<file path="src/logic/brmc_consts.svh">
`ifndef BRMC_CONSTS_SVH
`define BRMC_CONSTS_SVH
// Register addresses on the register-bank port
`define BRMC_ADDR_MEM_CTRL 8'h37
`define BRMC_ADDR_RAIL_A_CTRL 8'h38
`define BRMC_ADDR_RAIL_B_CTRL 8'h39
// Current readback registers
`define BRMC_ADDR_MEM_CURR 8'h3d
`define BRMC_ADDR_RAIL_A_CURR 8'h3e
`define BRMC_ADDR_RAIL_B_CURR 8'h3f
// Reset values
`define BRMC_RST_MEM_CTRL 8'h04
`define BRMC_RST_RAIL_A_CTRL 8'h07
`define BRMC_RST_RAIL_B_CTRL 8'h07
// Field positions
`define BRMC_STATE_LSB 0
`define BRMC_STATE_MSB 2
`define BRMC_EXIT_LSB 3
`define BRMC_EXIT_MSB 5
`define BRMC_VSEL_LSB 6
`define BRMC_VSEL_MSB 7
// Rail indices
`define BRMC_RAIL_MEM 0
`define BRMC_RAIL_A 1
`define BRMC_RAIL_B 2
`endif

</file>
<file path="src/logic/brmc_pkg.sv">
package brmc_pkg;
  // Rail operating state codes; codes 0 to 3 are reserved
  typedef enum logic [2:0] {
    BRMC_OFF = 3'h4,
    BRMC_PFM = 3'h5,
    BRMC_APS = 3'h6,
    BRMC_PWM = 3'h7
  } brmc_mode_e;
  // Output level select of rail b
  typedef enum logic [1:0] {
    BRMC_V1P5 = 2'h0,
    BRMC_V1P6 = 2'h1
  } brmc_vsel_e;
  typedef logic [7:0] brmc_byte_t;
endpackage

</file>
<file path="src/logic/brmc_rail_if.sv">
`timescale 1ns/100ps
interface brmc_rail_if;
  logic [2:0] state;
  logic discharge;
  logic fault;
  modport ctrl (output state, input discharge, input fault);
  modport rail (input state, output discharge, output fault);
endinterface

</file>
<file path="src/logic/brmc_rail.sv">
`timescale 1ns/100ps
module brmc_rail
  import brmc_pkg::*;
(
  input wire logic clock_i,
  input wire logic resetn_i,
  input wire logic ocp_i,
  brmc_rail_if.rail rif
);
  logic ocp_s1_q;
  logic ocp_s2_q;
  logic [2:0] prev_q;
  logic [2:0] prev_d;
  logic dis_q;
  logic dis_d;

  ////////////////////////////////////////////////////////////////////////////
  // Over-current comes from the analog side, so it is synchronised
  always_ff @(posedge clock_i or negedge resetn_i)
  begin
    if (!resetn_i)
    begin
      ocp_s1_q <= 1'b0;
      ocp_s2_q <= 1'b0;
    end
    else
    begin
      ocp_s1_q <= ocp_i;
      ocp_s2_q <= ocp_s1_q;
    end
  end

  assign rif.fault = ocp_s2_q;

  ////////////////////////////////////////////////////////////////////////////
  // Discharge on every move into off; held while the rail stays off
  always_comb
  begin
    prev_d = rif.state;
    dis_d = dis_q;
    if (rif.state == BRMC_OFF && prev_q != BRMC_OFF)
    begin
      dis_d = 1'b1;
    end
    else if (rif.state != BRMC_OFF)
    begin
      dis_d = 1'b0;
    end
  end

  always_ff @(posedge clock_i or negedge resetn_i)
  begin
    if (!resetn_i)
    begin
      // Start from off so a rail that powers up off sees no shutdown edge
      prev_q <= BRMC_OFF;
      dis_q <= 1'b0;
    end
    else
    begin
      prev_q <= prev_d;
      dis_q <= dis_d;
    end
  end

  assign rif.discharge = dis_q;
endmodule

</file>
<file path="src/logic/brmc_top.sv">
// Summary of operation
// State bits 2:0 pick off (4), PFM (5), pulse skipping (6) or PWM (7); 0 to 3 are reserved.
// A standby exit copies exit bits 5:3 into the state field when they hold 4 to 7.
// The host programs each exit field after power up before relying on standby exit.
// Memory rail control sits at 0x37, read/write, reset 0x04.
// Rail a control sits at 0x38, read/write, reset 0x07.
// Over-current raises the rail fault, and any rail fault raises the regulator fault.
// Each move of a rail into off starts its discharge through the low-side switch.
// Each rail's digitised output current is held in a host-readable register.
// When the positioning rail is at 1.3 V, rail b is forced to its 1.6 V level.
// Rail b control sits at 0x39, read/write, reset 0x07, same state and exit layout.
// Rail b bits 7:6 select 1.5 V (0) or 1.6 V (1); 2 and 3 are reserved.
// A reserved state code leaves the active state alone; bits 7:6 of the others read zero.
// The regulator fault follows the OR of the rail faults, clearing when all clear.

`timescale 1ns/100ps
`include "brmc_consts.svh"
module brmc_top
  import brmc_pkg::*;
#(
  parameter int RAILS = 3,
  parameter int ADC_W = 8
)
(
  input wire logic clock_i,
  input wire logic resetn_i,
  input wire logic [7:0] reg_addr_i,
  input wire logic [7:0] reg_wdata_i,
  input wire logic reg_write_i,
  output logic [7:0] reg_rdata_o,
  input wire logic standby_exit_pin_i,
  input wire logic positioning_1v3_i,
  input wire logic [2:0] ocp_i,
  input wire logic [2:0] adc_valid_i,
  input wire logic [ADC_W-1:0] adc_data_i,
  output logic [2:0] rail_state_o,
  output logic [2:0] rail_a_state_o,
  output logic [2:0] rail_b_state_o,
  output logic [2:0] discharge_o,
  output logic [2:0] rail_fault_o,
  output logic rail_b_voltage_select_o,
  output logic regulator_fault_interrupt_o
);
  // Refuse sizes that the fixed decode and the byte-wide read mux cannot serve
  if (RAILS != 3 || ADC_W < 1 || ADC_W > 8)
  begin : g_bad_size
    $error("brmc_top: RAILS must be 3 and ADC_W 1..8");
  end

  // Register images, captured currents and the pin synchroniser stages
  brmc_byte_t ctrl_q [RAILS];
  brmc_byte_t ctrl_d [RAILS];
  logic [ADC_W-1:0] curr_q [RAILS];
  logic [ADC_W-1:0] curr_d [RAILS];
  logic exit_s1_q;
  logic exit_s2_q;
  logic exit_s3_q;
  logic pos_s1_q;
  logic pos_s2_q;
  logic exit_s1_d;
  logic exit_s2_d;
  logic exit_s3_d;
  logic pos_s1_d;
  logic pos_s2_d;
  logic exit_rise;
  logic vsel_field_hi;
  logic [7:0] rdata_d;
  logic [7:0] rdata_q;

  ////////////////////////////////////////////////////////////////////////////
  // Pins from outside pass two flops; a third flop finds the exit edge
  always_comb
  begin
    exit_s1_d = standby_exit_pin_i;
    exit_s2_d = exit_s1_q;
    exit_s3_d = exit_s2_q;
    pos_s1_d = positioning_1v3_i;
    pos_s2_d = pos_s1_q;
  end

  // Stage registers only; nothing but the next stage reads a first flop
  always_ff @(posedge clock_i or negedge resetn_i)
  begin
    if (!resetn_i)
    begin
      exit_s1_q <= 1'b0;
      exit_s2_q <= 1'b0;
      exit_s3_q <= 1'b0;
      pos_s1_q <= 1'b0;
      pos_s2_q <= 1'b0;
    end
    else
    begin
      exit_s1_q <= exit_s1_d;
      exit_s2_q <= exit_s2_d;
      exit_s3_q <= exit_s3_d;
      pos_s1_q <= pos_s1_d;
      pos_s2_q <= pos_s2_d;
    end
  end

  // Edge, not level, so a held pin does not undo later host writes
  assign exit_rise = exit_s2_q & ~exit_s3_q;

  ////////////////////////////////////////////////////////////////////////////
  // Per-rail control register and current capture
  for (genvar r = 0; r < RAILS; r++)
  begin : g_rail
    // Address and power-up image of this rail's control register
    localparam logic [7:0] ADDR_C = (r == 0) ? `BRMC_ADDR_MEM_CTRL :
      (r == 1) ? `BRMC_ADDR_RAIL_A_CTRL : `BRMC_ADDR_RAIL_B_CTRL;
    localparam logic [7:0] RST_C = (r == 0) ? `BRMC_RST_MEM_CTRL :
      (r == 1) ? `BRMC_RST_RAIL_A_CTRL : `BRMC_RST_RAIL_B_CTRL;
    // Carrier between this control slice and the rail's own logic
    brmc_rail_if rif ();
    // Incoming state code and the stored exit code
    logic [2:0] ws;
    logic [2:0] ex;

    // Host write wins over a simultaneous standby exit: it is the newer intent
    always_comb
    begin
      ws = reg_wdata_i[`BRMC_STATE_MSB:`BRMC_STATE_LSB];
      ex = ctrl_q[r][`BRMC_EXIT_MSB:`BRMC_EXIT_LSB];
      ctrl_d[r] = ctrl_q[r];
      curr_d[r] = curr_q[r];
      if (reg_write_i && reg_addr_i == ADDR_C)
      begin
        // A reserved state code still updates the exit field
        ctrl_d[r][`BRMC_EXIT_MSB:`BRMC_EXIT_LSB] = reg_wdata_i[`BRMC_EXIT_MSB:`BRMC_EXIT_LSB];
        if (ws[2])
        begin
          ctrl_d[r][`BRMC_STATE_MSB:`BRMC_STATE_LSB] = ws;
        end
        if (r == `BRMC_RAIL_B)
        begin
          ctrl_d[r][`BRMC_VSEL_MSB:`BRMC_VSEL_LSB] = reg_wdata_i[`BRMC_VSEL_MSB:`BRMC_VSEL_LSB];
        end
      end
      else if (exit_rise && ex[2])
      begin
        ctrl_d[r][`BRMC_STATE_MSB:`BRMC_STATE_LSB] = ex;
      end
      // A valid strobe overwrites the held sample; no averaging
      if (adc_valid_i[r])
      begin
        curr_d[r] = adc_data_i;
      end
    end

    // Control and current images; reset loads each rail's power-up image
    always_ff @(posedge clock_i or negedge resetn_i)
    begin
      if (!resetn_i)
      begin
        ctrl_q[r] <= RST_C;
        curr_q[r] <= '0;
      end
      else
      begin
        ctrl_q[r] <= ctrl_d[r];
        curr_q[r] <= curr_d[r];
      end
    end

    // The rail slice sees only the active state field
    assign rif.state = ctrl_q[r][`BRMC_STATE_MSB:`BRMC_STATE_LSB];

    // Fault synchroniser and discharge logic of one rail
    brmc_rail u_rail (
      .clock_i(clock_i),
      .resetn_i(resetn_i),
      .ocp_i(ocp_i[r]),
      .rif(rif.rail)
    );

    assign discharge_o[r] = rif.discharge;
    assign rail_fault_o[r] = rif.fault;
  end

  // Active state of each rail, straight from the control images
  assign rail_state_o = ctrl_q[`BRMC_RAIL_MEM][`BRMC_STATE_MSB:`BRMC_STATE_LSB];
  assign rail_a_state_o = ctrl_q[`BRMC_RAIL_A][`BRMC_STATE_MSB:`BRMC_STATE_LSB];
  assign rail_b_state_o = ctrl_q[`BRMC_RAIL_B][`BRMC_STATE_MSB:`BRMC_STATE_LSB];

  ////////////////////////////////////////////////////////////////////////////
  // Fault summary is a plain level; no latching, so it drops with the faults
  assign regulator_fault_interrupt_o = |rail_fault_o;

  // Only code 1 asks for the high level; reserved codes 2 and 3 stay at 1.5 V
  assign vsel_field_hi =
    (ctrl_q[`BRMC_RAIL_B][`BRMC_VSEL_MSB:`BRMC_VSEL_LSB] == BRMC_V1P6);
  // Forced high level overrides the register field without changing it
  assign rail_b_voltage_select_o = pos_s2_q | vsel_field_hi;

  ////////////////////////////////////////////////////////////////////////////
  // Registered read mux; unmapped addresses read zero
  always_comb
  begin
    rdata_d = 8'h00;
    unique case (reg_addr_i)
      `BRMC_ADDR_MEM_CTRL: rdata_d = {2'h0, ctrl_q[`BRMC_RAIL_MEM][5:0]};
      `BRMC_ADDR_RAIL_A_CTRL: rdata_d = {2'h0, ctrl_q[`BRMC_RAIL_A][5:0]};
      `BRMC_ADDR_RAIL_B_CTRL: rdata_d = ctrl_q[`BRMC_RAIL_B];
      `BRMC_ADDR_MEM_CURR: rdata_d = 8'(curr_q[`BRMC_RAIL_MEM]);
      `BRMC_ADDR_RAIL_A_CURR: rdata_d = 8'(curr_q[`BRMC_RAIL_A]);
      `BRMC_ADDR_RAIL_B_CURR: rdata_d = 8'(curr_q[`BRMC_RAIL_B]);
      default: rdata_d = 8'h00;
    endcase
  end

  // One stage: read data answers the address seen at the last edge
  always_ff @(posedge clock_i or negedge resetn_i)
  begin
    if (!resetn_i)
    begin
      rdata_q <= 8'h00;
    end
    else
    begin
      rdata_q <= rdata_d;
    end
  end

  assign reg_rdata_o = rdata_q;
endmodule

</file>
<file path="config.mk">
export PLATFORM = sky130hd
export DESIGN_NAME = brmc_top
export DESIGN_NICKNAME = d
export VERILOG_FILES = /design/src/logic/brmc_pkg.sv /design/src/logic/brmc_rail_if.sv /design/src/logic/brmc_rail.sv /design/src/logic/brmc_top.sv
export VERILOG_INCLUDE_DIRS = /design/src /design/src/logic
export SDC_FILE = /design/constraint.sdc
export NUM_CORES = 1
export LEC_CHECK = 0
export BUFFER_PORTS_ARGS = -buffer_cell sky130_fd_sc_hd__buf_4
export CAP_MARGIN = 20
export CORE_MARGIN = 1
export CORE_UTILIZATION = 49
export DETAILED_ROUTE_END_ITERATION = 12
export PLACE_DENSITY = 0.73
export SYNTH_ARGS = -nofsm -noshare
export SYNTH_HDL_FRONTEND = slang
export SYNTH_SLANG_ARGS = --single-unit
</file>
<file path="constraint.sdc">
create_clock -name clock_i -period 1.1 [get_ports clock_i]
set_input_delay 0.33 -clock clock_i [delete_from_list [all_inputs] [get_ports clock_i]]
set_output_delay 0.33 -clock clock_i [all_outputs]
set_load 0.01 [all_outputs]
</file>
== Yosys cells after proc, flatten, opt, wreduce, memory -nomap -nowiden ==
Cells that the tools add are included.
Storage, ports and cells
  register bits: 75
  input bits: 35
  word-level logic and storage cells: 82
Cells by class
  bitwise gates (word level): 3
  eq/ne operators: 19
  muxes and demuxes: 14
  reductions and logical operators: 19
Operators by type and width (number)
  equality test 8 x 6 -> 1 bit, second input constant: 6
  case mux 8 bit (6 select lines): 1
  two-way mux 3 bit: 7
  != test 3 bit, second input constant: 6
  nonzero test 2 bit: 6
  equality test 3 bit, second input constant: 3
  logical AND 1 bit: 9
  two-way mux 1 bit: 6
  != test 2 bit, second input constant: 3
  AND reduction 2 bit: 3
  OR reduction 3 bit: 1
  equality test 2 x 1 -> 1 bit, second input constant: 1
  AND 1 bit: 1
  inverter 1 bit: 1
  OR 1 bit: 1

== Longest topological paths before layout ==
Gate-level depths: netlist (run 1).
  depth after elaboration: 5
  mapped depth: 6
  depth with buffers taken out: 4

== By module ==
Synthesis (run 1) repeated with hierarchy kept, for this count alone.
Second synthesis, totals
  cell total of the unflattened synthesis: 224
  area, all modules: 3191.8 um^2
Modules (own cells, without submodules)
  brmc_top: instances 1, cells an instance 200, sequential area each 1435.1 um^2, area an instance 2647.5 um^2
  brmc_rail: instances 3, cells an instance 8, sequential area each 151.4 um^2, area an instance 181.4 um^2

== Worst setup path after synthesis (run 1) ==
OpenSTA, ideal clock, no wires.
  path type: input to register
  from: input port reg_addr_i[2]
  to: register ctrl_q[3] (netlist name)
  required time: 975 ps
  setup time: 125 ps
  data arrival time: 1607 ps
  path slack: -632 ps
  stages: 5
  path through: buf_6 or3b_4 or3_1 buf_6 mux2_4
Between the ends
  cells in the longest elaborated chain, start to end: 2
RTL lines
  from (decl): RTL line brmc_top.sv:27  | input wire logic [7:0] reg_addr_i,
  equality test 8 x 6 -> 1 bit: RTL line brmc_top.sv:127  | if (reg_write_i && reg_addr_i == ADDR_C)
  logical AND 1 bit: RTL line brmc_top.sv:127
  to (signal, indexed assignment): RTL line brmc_top.sv:161  | ctrl_q[r] <= ctrl_d[r];
  to (decl): RTL line brmc_top.sv:51  | brmc_byte_t ctrl_q [RAILS];
Every way passes these cells.
A chain may end at the register's enable or synchronous reset.

== Worst setup path after layout (run 1) ==
  from: register g_rail[0].u_rail.ocp_s2_q
  to: output port regulator_fault_interrupt_o
Between the ends
  cells in the longest elaborated chain, start to end: 1
RTL lines
  from (decl): RTL line brmc_rail.sv:11  | logic ocp_s2_q;
  from (signal assigned): RTL line brmc_rail.sv:29  | ocp_s2_q <= ocp_s1_q;
  OR reduction 3 bit: RTL line brmc_top.sv:188  | assign regulator_fault_interrupt_o = |rail_fault_o;
  to (decl): RTL line brmc_top.sv:42  | output logic regulator_fault_interrupt_o
Every way passes these cells.

==> results of run 1 <==
==> metrics by stage <==
step / utilization [%] / cell area [sq um] / setup TNS, ns / power (mW)
finish: 76.8 / 4660 / -7.61 / 6.76
global route: 76.8 / 4660 / -9.02 / 7.10
CTS: 72.2 / 4380 / -6.78 / 6.59
detailed placement: 62.4 / 3780 / -16.36 / 4.40
global placement: 62.4 / 3780 / -15.46 / 4.36
floorplan: - / 3200 / -10.05 / 3.95
==> final cells by class <==
| type | count | area [sq um] | share of cell area (%) |
|---|---|---|---|
| Clock buffer | 10 | 128 | 2.74 |
| Tap cell | 75 | 93.8 | 2.02 |
| Multi-Input combinational cell | 127 | 1340 | 28.8 |
| Inverter | 6 | 22.5 | 0.484 |
| Clock inverter | 6 | 42.5 | 0.914 |
| Sequential cell | 75 | 1890 | 40.6 |
| Timing Repair Buffer | 121 | 1140 | 24.5 |
==> layer usage <==
metal | vias to the layer above | part of all wire (%) | GRT usage, %
met4 | 0 | 2.7 | 10.4
met1 | 1160 | 42 | 30.3
li1 | 1051 | - | -
met5 | - | 0 | 0
met3 | 19 | 5.0 | 5.93
met2 | 84 | 50 | 39.8
==> kinds of logic (layout without fill, tap and decap cells) <==
| group | after synthesis | count (layout) | share of synthesized area, % |
|---|---|---|---|
| mux | 43 | 43 | 15.7 |
| buf+inv | 29 | 143 | 5.73 |
| flops | 75 | 75 | 60.1 |
| compound gates | 43 | 43 | 9.90 |
| simple gates | 41 | 41 | 8.63 |
==> Yosys cell counts, types with 2 or more instances <==
master,n,area share (%)
a22oi_1,12,2.9
and2_1,2,0.40
a31oi_1,3,0.60
o22a_1,6,1.7
nor2b_1,2,0.40
mux2_4,5,2.4
dfstp_2,10,8.4
buf_4,15,3.6
o21ai_0,8,1.3
o221a_2,2,0.72
a21oi_1,4,0.64
buf_6,2,0.72
or3_1,4,0.80
clkbuf_1,5,0.60
nand3_1,4,0.64
and3_1,2,0.40
nor4b_1,6,1.7
nand3b_1,3,0.72
nand2_1,3,0.36
dfrtp_1,65,52
nor3_1,3,0.48
inv_1,6,0.72
nor2_1,3,0.36
nand2b_1,3,0.60
o22ai_1,4,0.80
mux2i_1,8,2.5
mux2_2,30,11
==> final timing paths <==
check / slack, ns / start / end / depth (start not counted)
worst max-delay path: -0.48 / g_rail[0].u_rail.rif.fault$_DFF_PN0_ / regulator_fault_interrupt_o / 2
worst min-delay path: 0.08 / ocp_i[2] / g_rail[2].u_rail.ocp_s1_q$_DFF_PN0_ / 1
worst max register to register: -0.18 / exit_s3_q$_DFF_PN0_ / rail_a_state_o[0]$_DFFE_PN1P_ / 4
worst min register to register: 0.35 / exit_s1_q$_DFF_PN0_ / exit_s2_q$_DFF_PN0_ / 0
max in group asynchronous: 0.31 / resetn_i / rail_b_state_o[2]$_DFFE_PN1P_ / 3
min in group asynchronous: 0.37 / resetn_i / reg_rdata_o[2]$_DFF_PN0_ / 2
==> cell usage in the layout, fill, tap and decap left out, types with 3 or more instances in the layout <==
master,n
mux2_2,26
nand3_1,3
a22oi_2,9
nand3b_1,3
buf_8,3
buf_6,45
a22oi_1,3
buf_12,3
dfstp_2,10
nor3_4,3
o22a_1,6
dfrtp_1,65
buf_4,69
mux2i_1,8
o21ai_1,8
nand2_1,3
or3_4,4
clkbuf_8,9
mux2_4,9
inv_1,6
nor2_1,3
nand2b_1,3
nor4b_2,3
==> power by group through the flow <==
stage | clock [mW] | sequential (mW) | combinational (mW)
floorplan | 0 | 3.34 | 0.614
global route | 2.02 | 3.39 | 1.70
global placement | 0 | 3.42 | 0.943
CTS | 1.89 | 3.33 | 1.37
detailed placement | 0 | 3.43 | 0.969
finish | 1.84 | 3.35 | 1.57
==> worst max-delay path, delay by kind of cell, from the launching register on <==
kind | cells | cell delay, ns
AND/OR/NAND/NOR | 1 | 0.39
flip-flops | 1 | 0.39
buffers and inverters | 1 | 0.13
==> what timing repair did <==
action	CTS	global route
pin swaps	21	23
setup endpoints to repair	51	55
setup buffers	19	21
gates cloned	0	0
hold buffers	1	0
hold endpoints to repair	5	0
gates resized for setup	69	34
==> registers in the layout, summed over array words and instances (netlist names) <==
register	flops
g_rail.u_rail.rif.discharge	3
g_rail.u_rail.rif.fault	3
rail_state_o	3
g_rail.u_rail.ocp_s1_q	3
rail_a_state_o	3
ctrl_q	11
g_rail.u_rail.prev_q	9
curr_q	24
pos_s1_q	1
exit_s1_q	1
exit_s3_q	1
rail_b_state_o	3
pos_s2_q	1
reg_rdata_o	8
exit_s2_q	1
==> impl_metrics.yaml, run 1 <==
critical_path:
  cp_cell_sequence: "or3_4 -> buf_6"
  crit_type: "reg2out"
  crit_slowest_cell: "dfrtp_1"
  crit_arrival_ns: 1.25
  critPathRequiredTime_ns: 0.77
  max_stage_delay_ns: 0.39
  end_kind: "output port"
  start_kind: "register"
  crit_fanout: 2
grt:
  grt_pass1_vias: 2256
  antenna_found_initial: 0
  grt_max_degree: 35
  grt_pass1_wl_um: 11500
  grt_usage_pct: 24.2
  overflow: 0
synthesis:
  syn_inst: 231
  syn-cell-area_sq_um: 3150
  synth_edf_count: 0
  ys_types: 38
  async_flop_share_pct: 100
  synth-seq-cells: 75
  ys_seq_area_share_pct: 60.1
  ys.flop_type: "dfrtp_1"
  yosys_warnings: 0
  synth_fp_nets: 266
  syn_avg_cell_area_sq_um: 13.6
clock_tree:
  clkSinkCount: 75
  numCtsBuffers: 9
  clk_latency_ns: 0.35
  cts.htree.levels: 3
  cts_tree: "done"
  clk_pin_slew_ns: 0.08
  root_buffer: "clkbuf_8"
  clockBufferDepth: 2
sta:
  hold_viol: 0
  max_freq_mhz: 633
  fin_skew_ns: 0.0106
  rsz0062_at_grt: "true"
  setup_viol: 51
  fin_ws_ns: -0.479
  slew_headroom_pct: 66.0
  post-route-min-period_ns: 1.58
  drv_slew: 0
  whs_ns: 0.0770
  period_share_pct: 144
  worst_pin_slew_ns: 0.508
power:
  power_density_nw_per_um2: 1450
  switching_share_pct: 27.5
  p_seq_share_pct: 49.5
  p_clk_share_pct: 27.2
  p_leak_nw: 2.13
  peakVddDrop_v: 0.00106
  p_int_mw: 4.90
  netSwitchingPower_mw: 1.86
  pwr-share-comb_pct: 23.3
place:
  io_buffers: 59
  place_congestion: 0.857
  hpwl_um: 4990
  post-place-ws_ns: -0.659
  dp_cells: 366
finish:
  layout.nets: 375
  diodes: 0
  area_delta_synth_final_pct: 48.0
  n_fill_cell: 364
  stdcell_count: 420
  drive_above_1_share_pct: 63.2
routing:
  via_per_inst: 5.51
  avgRoutedWirePerCell_um: 18.2
  dr.pass1.iters: 4
  drt_iter0_markers: 111
  drc: 0
  postRouteAntennaNets: 0
  wl_um: 7660
  vias: 2314
die:
  initial_utilization_pct: 51.9
  ioPinCount: 60
  core_sq_um: 6060
  die_w_um: 82.1
  dieArea_sq_um: 6740
  rows: 28
  die_h_um: 82.1
outcome:
  violations: "setup timing"
  outcome: "finished with violations"
flow_run:
  cap_violations: 0
worst_hold_path:
  hold_path.class: "in2reg"
No activity file was read; power rests on OpenSTA's default activity.
==> inputs of run 2 (changes only) <==
Settings changed: SETUP_SLACK_MARGIN set to 0.15, SYNTH_HIERARCHICAL set to 1.
==> impl_metrics.yaml, run 2 <==
outcome:
  outcome: "finished with violations"
  violations: "setup timing"
critical_path:
  end_kind: "output port"
  crit_fanout: 2
  crit_type: "reg2out"
  critPathRequiredTime_ns: 0.77
  crit_arrival_ns: 1.24
  start_kind: "register"
clock_tree:
  root_buffer: "clkbuf_8"
  numCtsBuffers: 9
  cts_tree: "done"
  clk_latency_ns: 0.35
  clockBufferDepth: 2
  clkSinkCount: 75
  clk_pin_slew_ns: 0.07
  cts.htree.levels: 3
die:
  dieArea_sq_um: 6840
  rows: 29
  initial_utilization_pct: 50.6
  die_h_um: 82.7
  ioPinCount: 60
  core_sq_um: 6310
  die_w_um: 82.7
finish:
  largest_reg_flops: 24
  layout.nets: 362
  fin_area_sq_um: 4720
  largest_register: "curr_q"
  largest_registers: "curr_q: 24 flops, ctrl_q: 11 flops, g_rail.u_rail/prev_q: 9 flops"
  area_delta_synth_final_pct: 47.9
  diodes: 0
  final_cell_mix: "dfrtp_1, buf_4, buf_6"
  final_util_pct: 74.8
  drive_above_1_share_pct: 65.4
synthesis:
  synth_common_cells: "dfrtp_1, mux2_2, buf_4"
  syn-cell-area_sq_um: 3190
  synth_most_common_cell: "dfrtp_1"
  synth.area.top_cells: "dfrtp_1, mux2_2, dfstp_2"
  syn_inst: 224
  synth_edf_count: 0
  synth_fp_nets: 259
  synth_top_area_share_pct: 51.0
  syn_avg_cell_area_sq_um: 14.2
  ys_seq_area_share_pct: 59.2
  ys_types: 40
  async_flop_share_pct: 100
  ys.flop_type: "dfrtp_1"
  yosysTopAreaCell: "dfrtp_1"
  synth-seq-cells: 75
  yosys_warnings: 6
grt:
  grt_max_degree: 55
  grt_pass1_vias: 2361
  grt_pass1_wl_um: 11800
  grt_usage_pct: 24.1
  overflow: 0
  antenna_found_initial: 0
routing:
  via_per_inst: 5.53
  drt_iter0_markers: 122
  avgRoutedWirePerCell_um: 18.0
  postRouteAntennaNets: 0
  drc: 0
  dr.pass1.iters: 5
  wl_um: 7380
  vias: 2263
flow_run:
  cap_violations: 0
sta:
  post-route-min-period_ns: 1.57
  slew_headroom_pct: 81.3
  setup_viol: 53
  hold_viol: 0
  period_share_pct: 142
  drv_slew: 0
  fin_skew_ns: 0.00791
  worst_pin_slew_ns: 0.272
  fin_tns_setup_ns: -7.24
  max_freq_mhz: 638
  rsz0062_at_grt: "true"
  fin_ws_ns: -0.467
place:
  place_congestion: 0.837
  io_buffers: 59
  place_area_sq_um: 3740
  hpwl_um: 4530
power:
  power_density_nw_per_um2: 1670
  p_leak_nw: 2.18
  peakVddDrop_v: 0.00120
worst_hold_path:
  hold_path.class: "in2reg"
run 2: cell types whose count changed after synthesis, moves of 4 or more:
cell and delta:
nor4b_1 -6, nor4b_2 +6, inv_1 -5, mux2_4 -5, a21oi_1 -4, mux2_2 +4, o22ai_1 -4
run 2: worst paths after layout:
path | slack [ns] | depth (start not counted) | to | from
worst min register to register | 0.35 | 0 | exit_s2_q$_DFF_PN0_ | exit_s1_q$_DFF_PN0_
min in group asynchronous | 0.52 | 3 | reg_rdata_o[1]$_DFF_PN0_ | resetn_i
worst min-delay path | 0.09 | 1 | g_rail[2].u_rail/ocp_s1_q$_DFF_PN0_ | ocp_i[2]
worst max register to register | -0.12 | 5 | reg_rdata_o[2]$_DFF_PN0_ | rail_a_state_o[2]$_DFFE_PN1P_
max in group asynchronous | 0.30 | 3 | rail_a_state_o[1]$_DFFE_PN1P_ | resetn_i
worst max-delay path | -0.47 | 2 | regulator_fault_interrupt_o | g_rail[0].u_rail/rif.fault$_DFF_PN0_
run 2: final cells by class:
class	instances	area [sq um]
Tap cell	77	96.3
Timing Repair Buffer	118	1090
Fill cell	413	1590
Inverter	1	3.75
Clock buffer	12	155
Sequential cell	75	1890
Clock inverter	4	120
Multi-Input combinational cell	122	1360
run 2: timing repair:
| item | in CTS | in global routing |
|---|---|---|
| hold buffers | 1 | 0 |
| resized for setup | 77 | 19 |
| cloned | 0 | 0 |
| setup endpoints to repair | 53 | 56 |
| pin swaps | 17 | 17 |
| setup buffers | 22 | 13 |
| hold endpoints to repair | 65 | 0 |
run 2: kinds of logic after synthesis:
| logic type | synth area share (%) |
|---|---|
| multiplexers | 15.1 |
| flip-flops | 59.2 |
| buffers and inverters | 6.27 |
| AND/OR/NAND/NOR | 9.64 |
| AO/OA/AOI/OAI | 9.76 |
run 2: report_power, final:
group | internal (mW) | total (mW) | leakage (nW) | switching, mW
clock network | 1.86 | 2.84 | 0.137 | 0.975
logic | 1.07 | 1.70 | 1.13 | 0.633
registers | 3.11 | 3.33 | 0.914 | 0.227
run 2: metrics by stage:
stage               hold slack [ns]  total power, mW  setup WS (ns)  cells
global route                 0.0617             8.22         -0.505    409
CTS                          0.0734             7.65         -0.474    396
finish                       0.0927             7.87         -0.467    409
global placement              0.333             4.38         -0.519    357
floorplan                    0.0344             4.07         -0.377    224
detailed placement            0.336             4.42         -0.543    357
run 2: metal layers:
| metal | up-vias | wire length (um) | track usage, % |
|---|---|---|---|
| li1 | 1019 | - | - |
| met1 | 1156 | 3120 | 30.3 |
| met2 | 67 | 3730 | 38.5 |
| met3 | 21 | 344 | 7.36 |
| met4 | 0 | 189 | 10.5 |
| met5 | - | 0 | 0 |
run 2: critical path, cell delays in order, from the launching register on:
cell     delay (ns)
dfrtp_1        0.39
or3_4          0.38
buf_6          0.13
==> inputs of run 3 (changes only) <==
Settings changed: SETUP_SLACK_MARGIN 0.15 to 0.1, SYNTH_HIERARCHICAL 1 to not set.
==> impl_metrics.yaml, run 3 (synthesis gave the netlist of run 1 again) <==
outcome:
  outcome: "finished with violations"
  violations: "setup timing"
clock_tree:
  cts.htree.levels: 3
  numCtsBuffers: 9
  clk_latency_ns: 0.36
  clk_pin_slew_ns: 0.07
  clkSinkCount: 75
  root_buffer: "clkbuf_8"
  clockBufferDepth: 2
  cts_tree: "done"
finish:
  drive_above_1_share_pct: 62.8
  n_fill_cell: 369
  largest_register: "curr_q"
  final_common_cell: "dfrtp_1"
  diodes: 0
  multi_input_area_sq_um: 1400
  fin_area_sq_um: 4680
  area_delta_synth_final_pct: 48.9
  stdcell_count: 411
  largest_reg_flops: 24
  largest_registers: "curr_q: 24 flops, ctrl_q: 11 flops, g_rail.u_rail.prev_q: 9 flops"
  final_cell_mix: "dfrtp_1, buf_4, buf_6"
  layout.nets: 366
  layout.area.seq_sq_um: 1890
die:
  die_w_um: 82.1
  core_sq_um: 6060
  dieArea_sq_um: 6740
  ioPinCount: 60
  die_h_um: 82.1
  rows: 28
  initial_utilization_pct: 51.9
power:
  p_seq_share_pct: 46.0
  p_total_mw: 7.32
  pwr-share-comb_pct: 22.5
  p_clk_share_pct: 31.5
  netSwitchingPower_mw: 1.93
  p_int_mw: 5.39
  switching_share_pct: 26.4
  power_density_nw_per_um2: 1560
  p_leak_nw: 2.14
  peakVddDrop_v: 0.00136
sta:
  max_freq_mhz: 637
  hold_viol: 0
  rsz0062_at_grt: "true"
  fin_tns_setup_ns: -7.95
  period_share_pct: 143
  fin_skew_ns: 0.00865
  setup_viol: 48
  fin_ws_ns: -0.470
  post-route-min-period_ns: 1.57
  slew_headroom_pct: 73.4
  worst_pin_slew_ns: 0.398
  drv_slew: 0
grt:
  overflow: 0
  grt_pass1_vias: 2387
  antenna_found_initial: 0
  grt_pass1_wl_um: 11900
  grt_max_degree: 45
  grt_usage_pct: 25.3
routing:
  wl_um: 7810
  dr.pass1.iters: 4
  vias: 2297
  via_per_inst: 5.59
  avgRoutedWirePerCell_um: 19.0
  postRouteAntennaNets: 0
  drt_iter0_markers: 61
  drc: 0
place:
  hpwl_um: 5120
  place_area_sq_um: 3820
  dp_cells: 370
  io_buffers: 59
  place_congestion: 0.890
  post-place-ws_ns: -0.676
critical_path:
  end_kind: "output port"
  cp_cell_sequence: "or3_4 -> buf_6"
  crit_slowest_cell: "dfrtp_1"
  max_stage_delay_ns: 0.38
  critPathRequiredTime_ns: 0.77
  crit_type: "reg2out"
  r2r_start: "rail_a_state_o[1]$_DFFE_PN1P_"
  reg2reg_to: "reg_rdata_o[1]$_DFF_PN0_"
  start_kind: "register"
  reg2reg_depth: 5
  crit_fanout: 2
  crit_arrival_ns: 1.24
  r2r_slack_ns: -0.17
  critPathCapture: "regulator_fault_interrupt_o"
  crit_start: "g_rail[2].u_rail.rif.fault$_DFF_PN0_"
flow_run:
  cap_violations: 0
worst_hold_path:
  hold_path.class: "in2reg"
run 3: changes by cell type in the layout (fill, tap and decap cells not counted), moves of 3 or more:
cell      before  now
o22ai_1        0    3
o21ai_1        1    8
nor3_4         0    3
buf_4         65   60
buf_8          0    3
inv_1          0    6
o21ai_2        6    0
clkinv_2       0    3
or3_4          1    4
nand3_1        0    3
buf_6         51   46
run 3: power by group through the flow:
stage / sequential (mW) / clock (mW) / combinational [mW]
6_report: 3.37 / 2.31 / 1.65
4_1_cts: 3.35 / 2.34 / 1.49
2_1_floorplan: 3.34 / 0 / 0.617
5_1_grt: 3.40 / 2.45 / 1.76
3_5_place_dp: 3.42 / 0 / 1.02
3_3_place_gp: 3.40 / 0 / 0.993
run 3: worst min path at each step:
stage	to	startpoint	depth (start not counted)	slack [ns]
5_1_grt	g_rail[0].u_rail.ocp_s1_q$_DFF_PN0_	ocp_i[0]	1	0.06
4_1_cts	g_rail[1].u_rail.ocp_s1_q$_DFF_PN0_	ocp_i[1]	1	0.06
6_report	g_rail[1].u_rail.ocp_s1_q$_DFF_PN0_	ocp_i[1]	1	0.08
2_1_floorplan	ctrl_q[11]$_DFFE_PN0P_	resetn_i	0	0.03
3_5_place_dp	g_rail[1].u_rail.rif.fault$_DFF_PN0_	resetn_i	1	0.14
3_3_place_gp	g_rail[1].u_rail.rif.fault$_DFF_PN0_	resetn_i	1	0.14
run 3: metal layers:
metal  part of all wire (%)  track usage [%]
met1                     40             28.8
met2                     53             44.2
met3                    4.3             5.60
met4                    2.6             13.2
met5                      0                0
run 3: what timing repair did:
action | 4_1_cts | 5_1_grt
setup endpoints to repair | 52 | 56
endpoints found under the hold margin | 65 | 0
gates resized for setup | 86 | 19
pin swaps | 24 | 21
hold buffers | 1 | 0
setup buffers | 17 | 10
run 3: area by class of cell:
class                   count  area share (%)
clock inverters             7            1.98
well taps                  75            2.00
clock buffers               9            2.64
flip-flops and latches     75            40.3
multi-input cells         127            29.8
inverters                   6           0.481
repair buffers            112            22.7
run 3: worst max-delay path: cells and delay by family, from the launching register on:
kind	cells	cell delay, ns
DFF	1	0.38
buffers and inverters	1	0.13
and+or+nand+nor	1	0.38
run 3: stage by stage:
step / utilization [%] / hold WS [ns]
2_1_floorplan: - / 0.0344
3_3_place_gp: 63.0 / 0.137
3_5_place_dp: 63.0 / 0.136
4_1_cts: 74.6 / 0.0645
5_1_grt: 77.3 / 0.0581
6_report: 77.3 / 0.0779
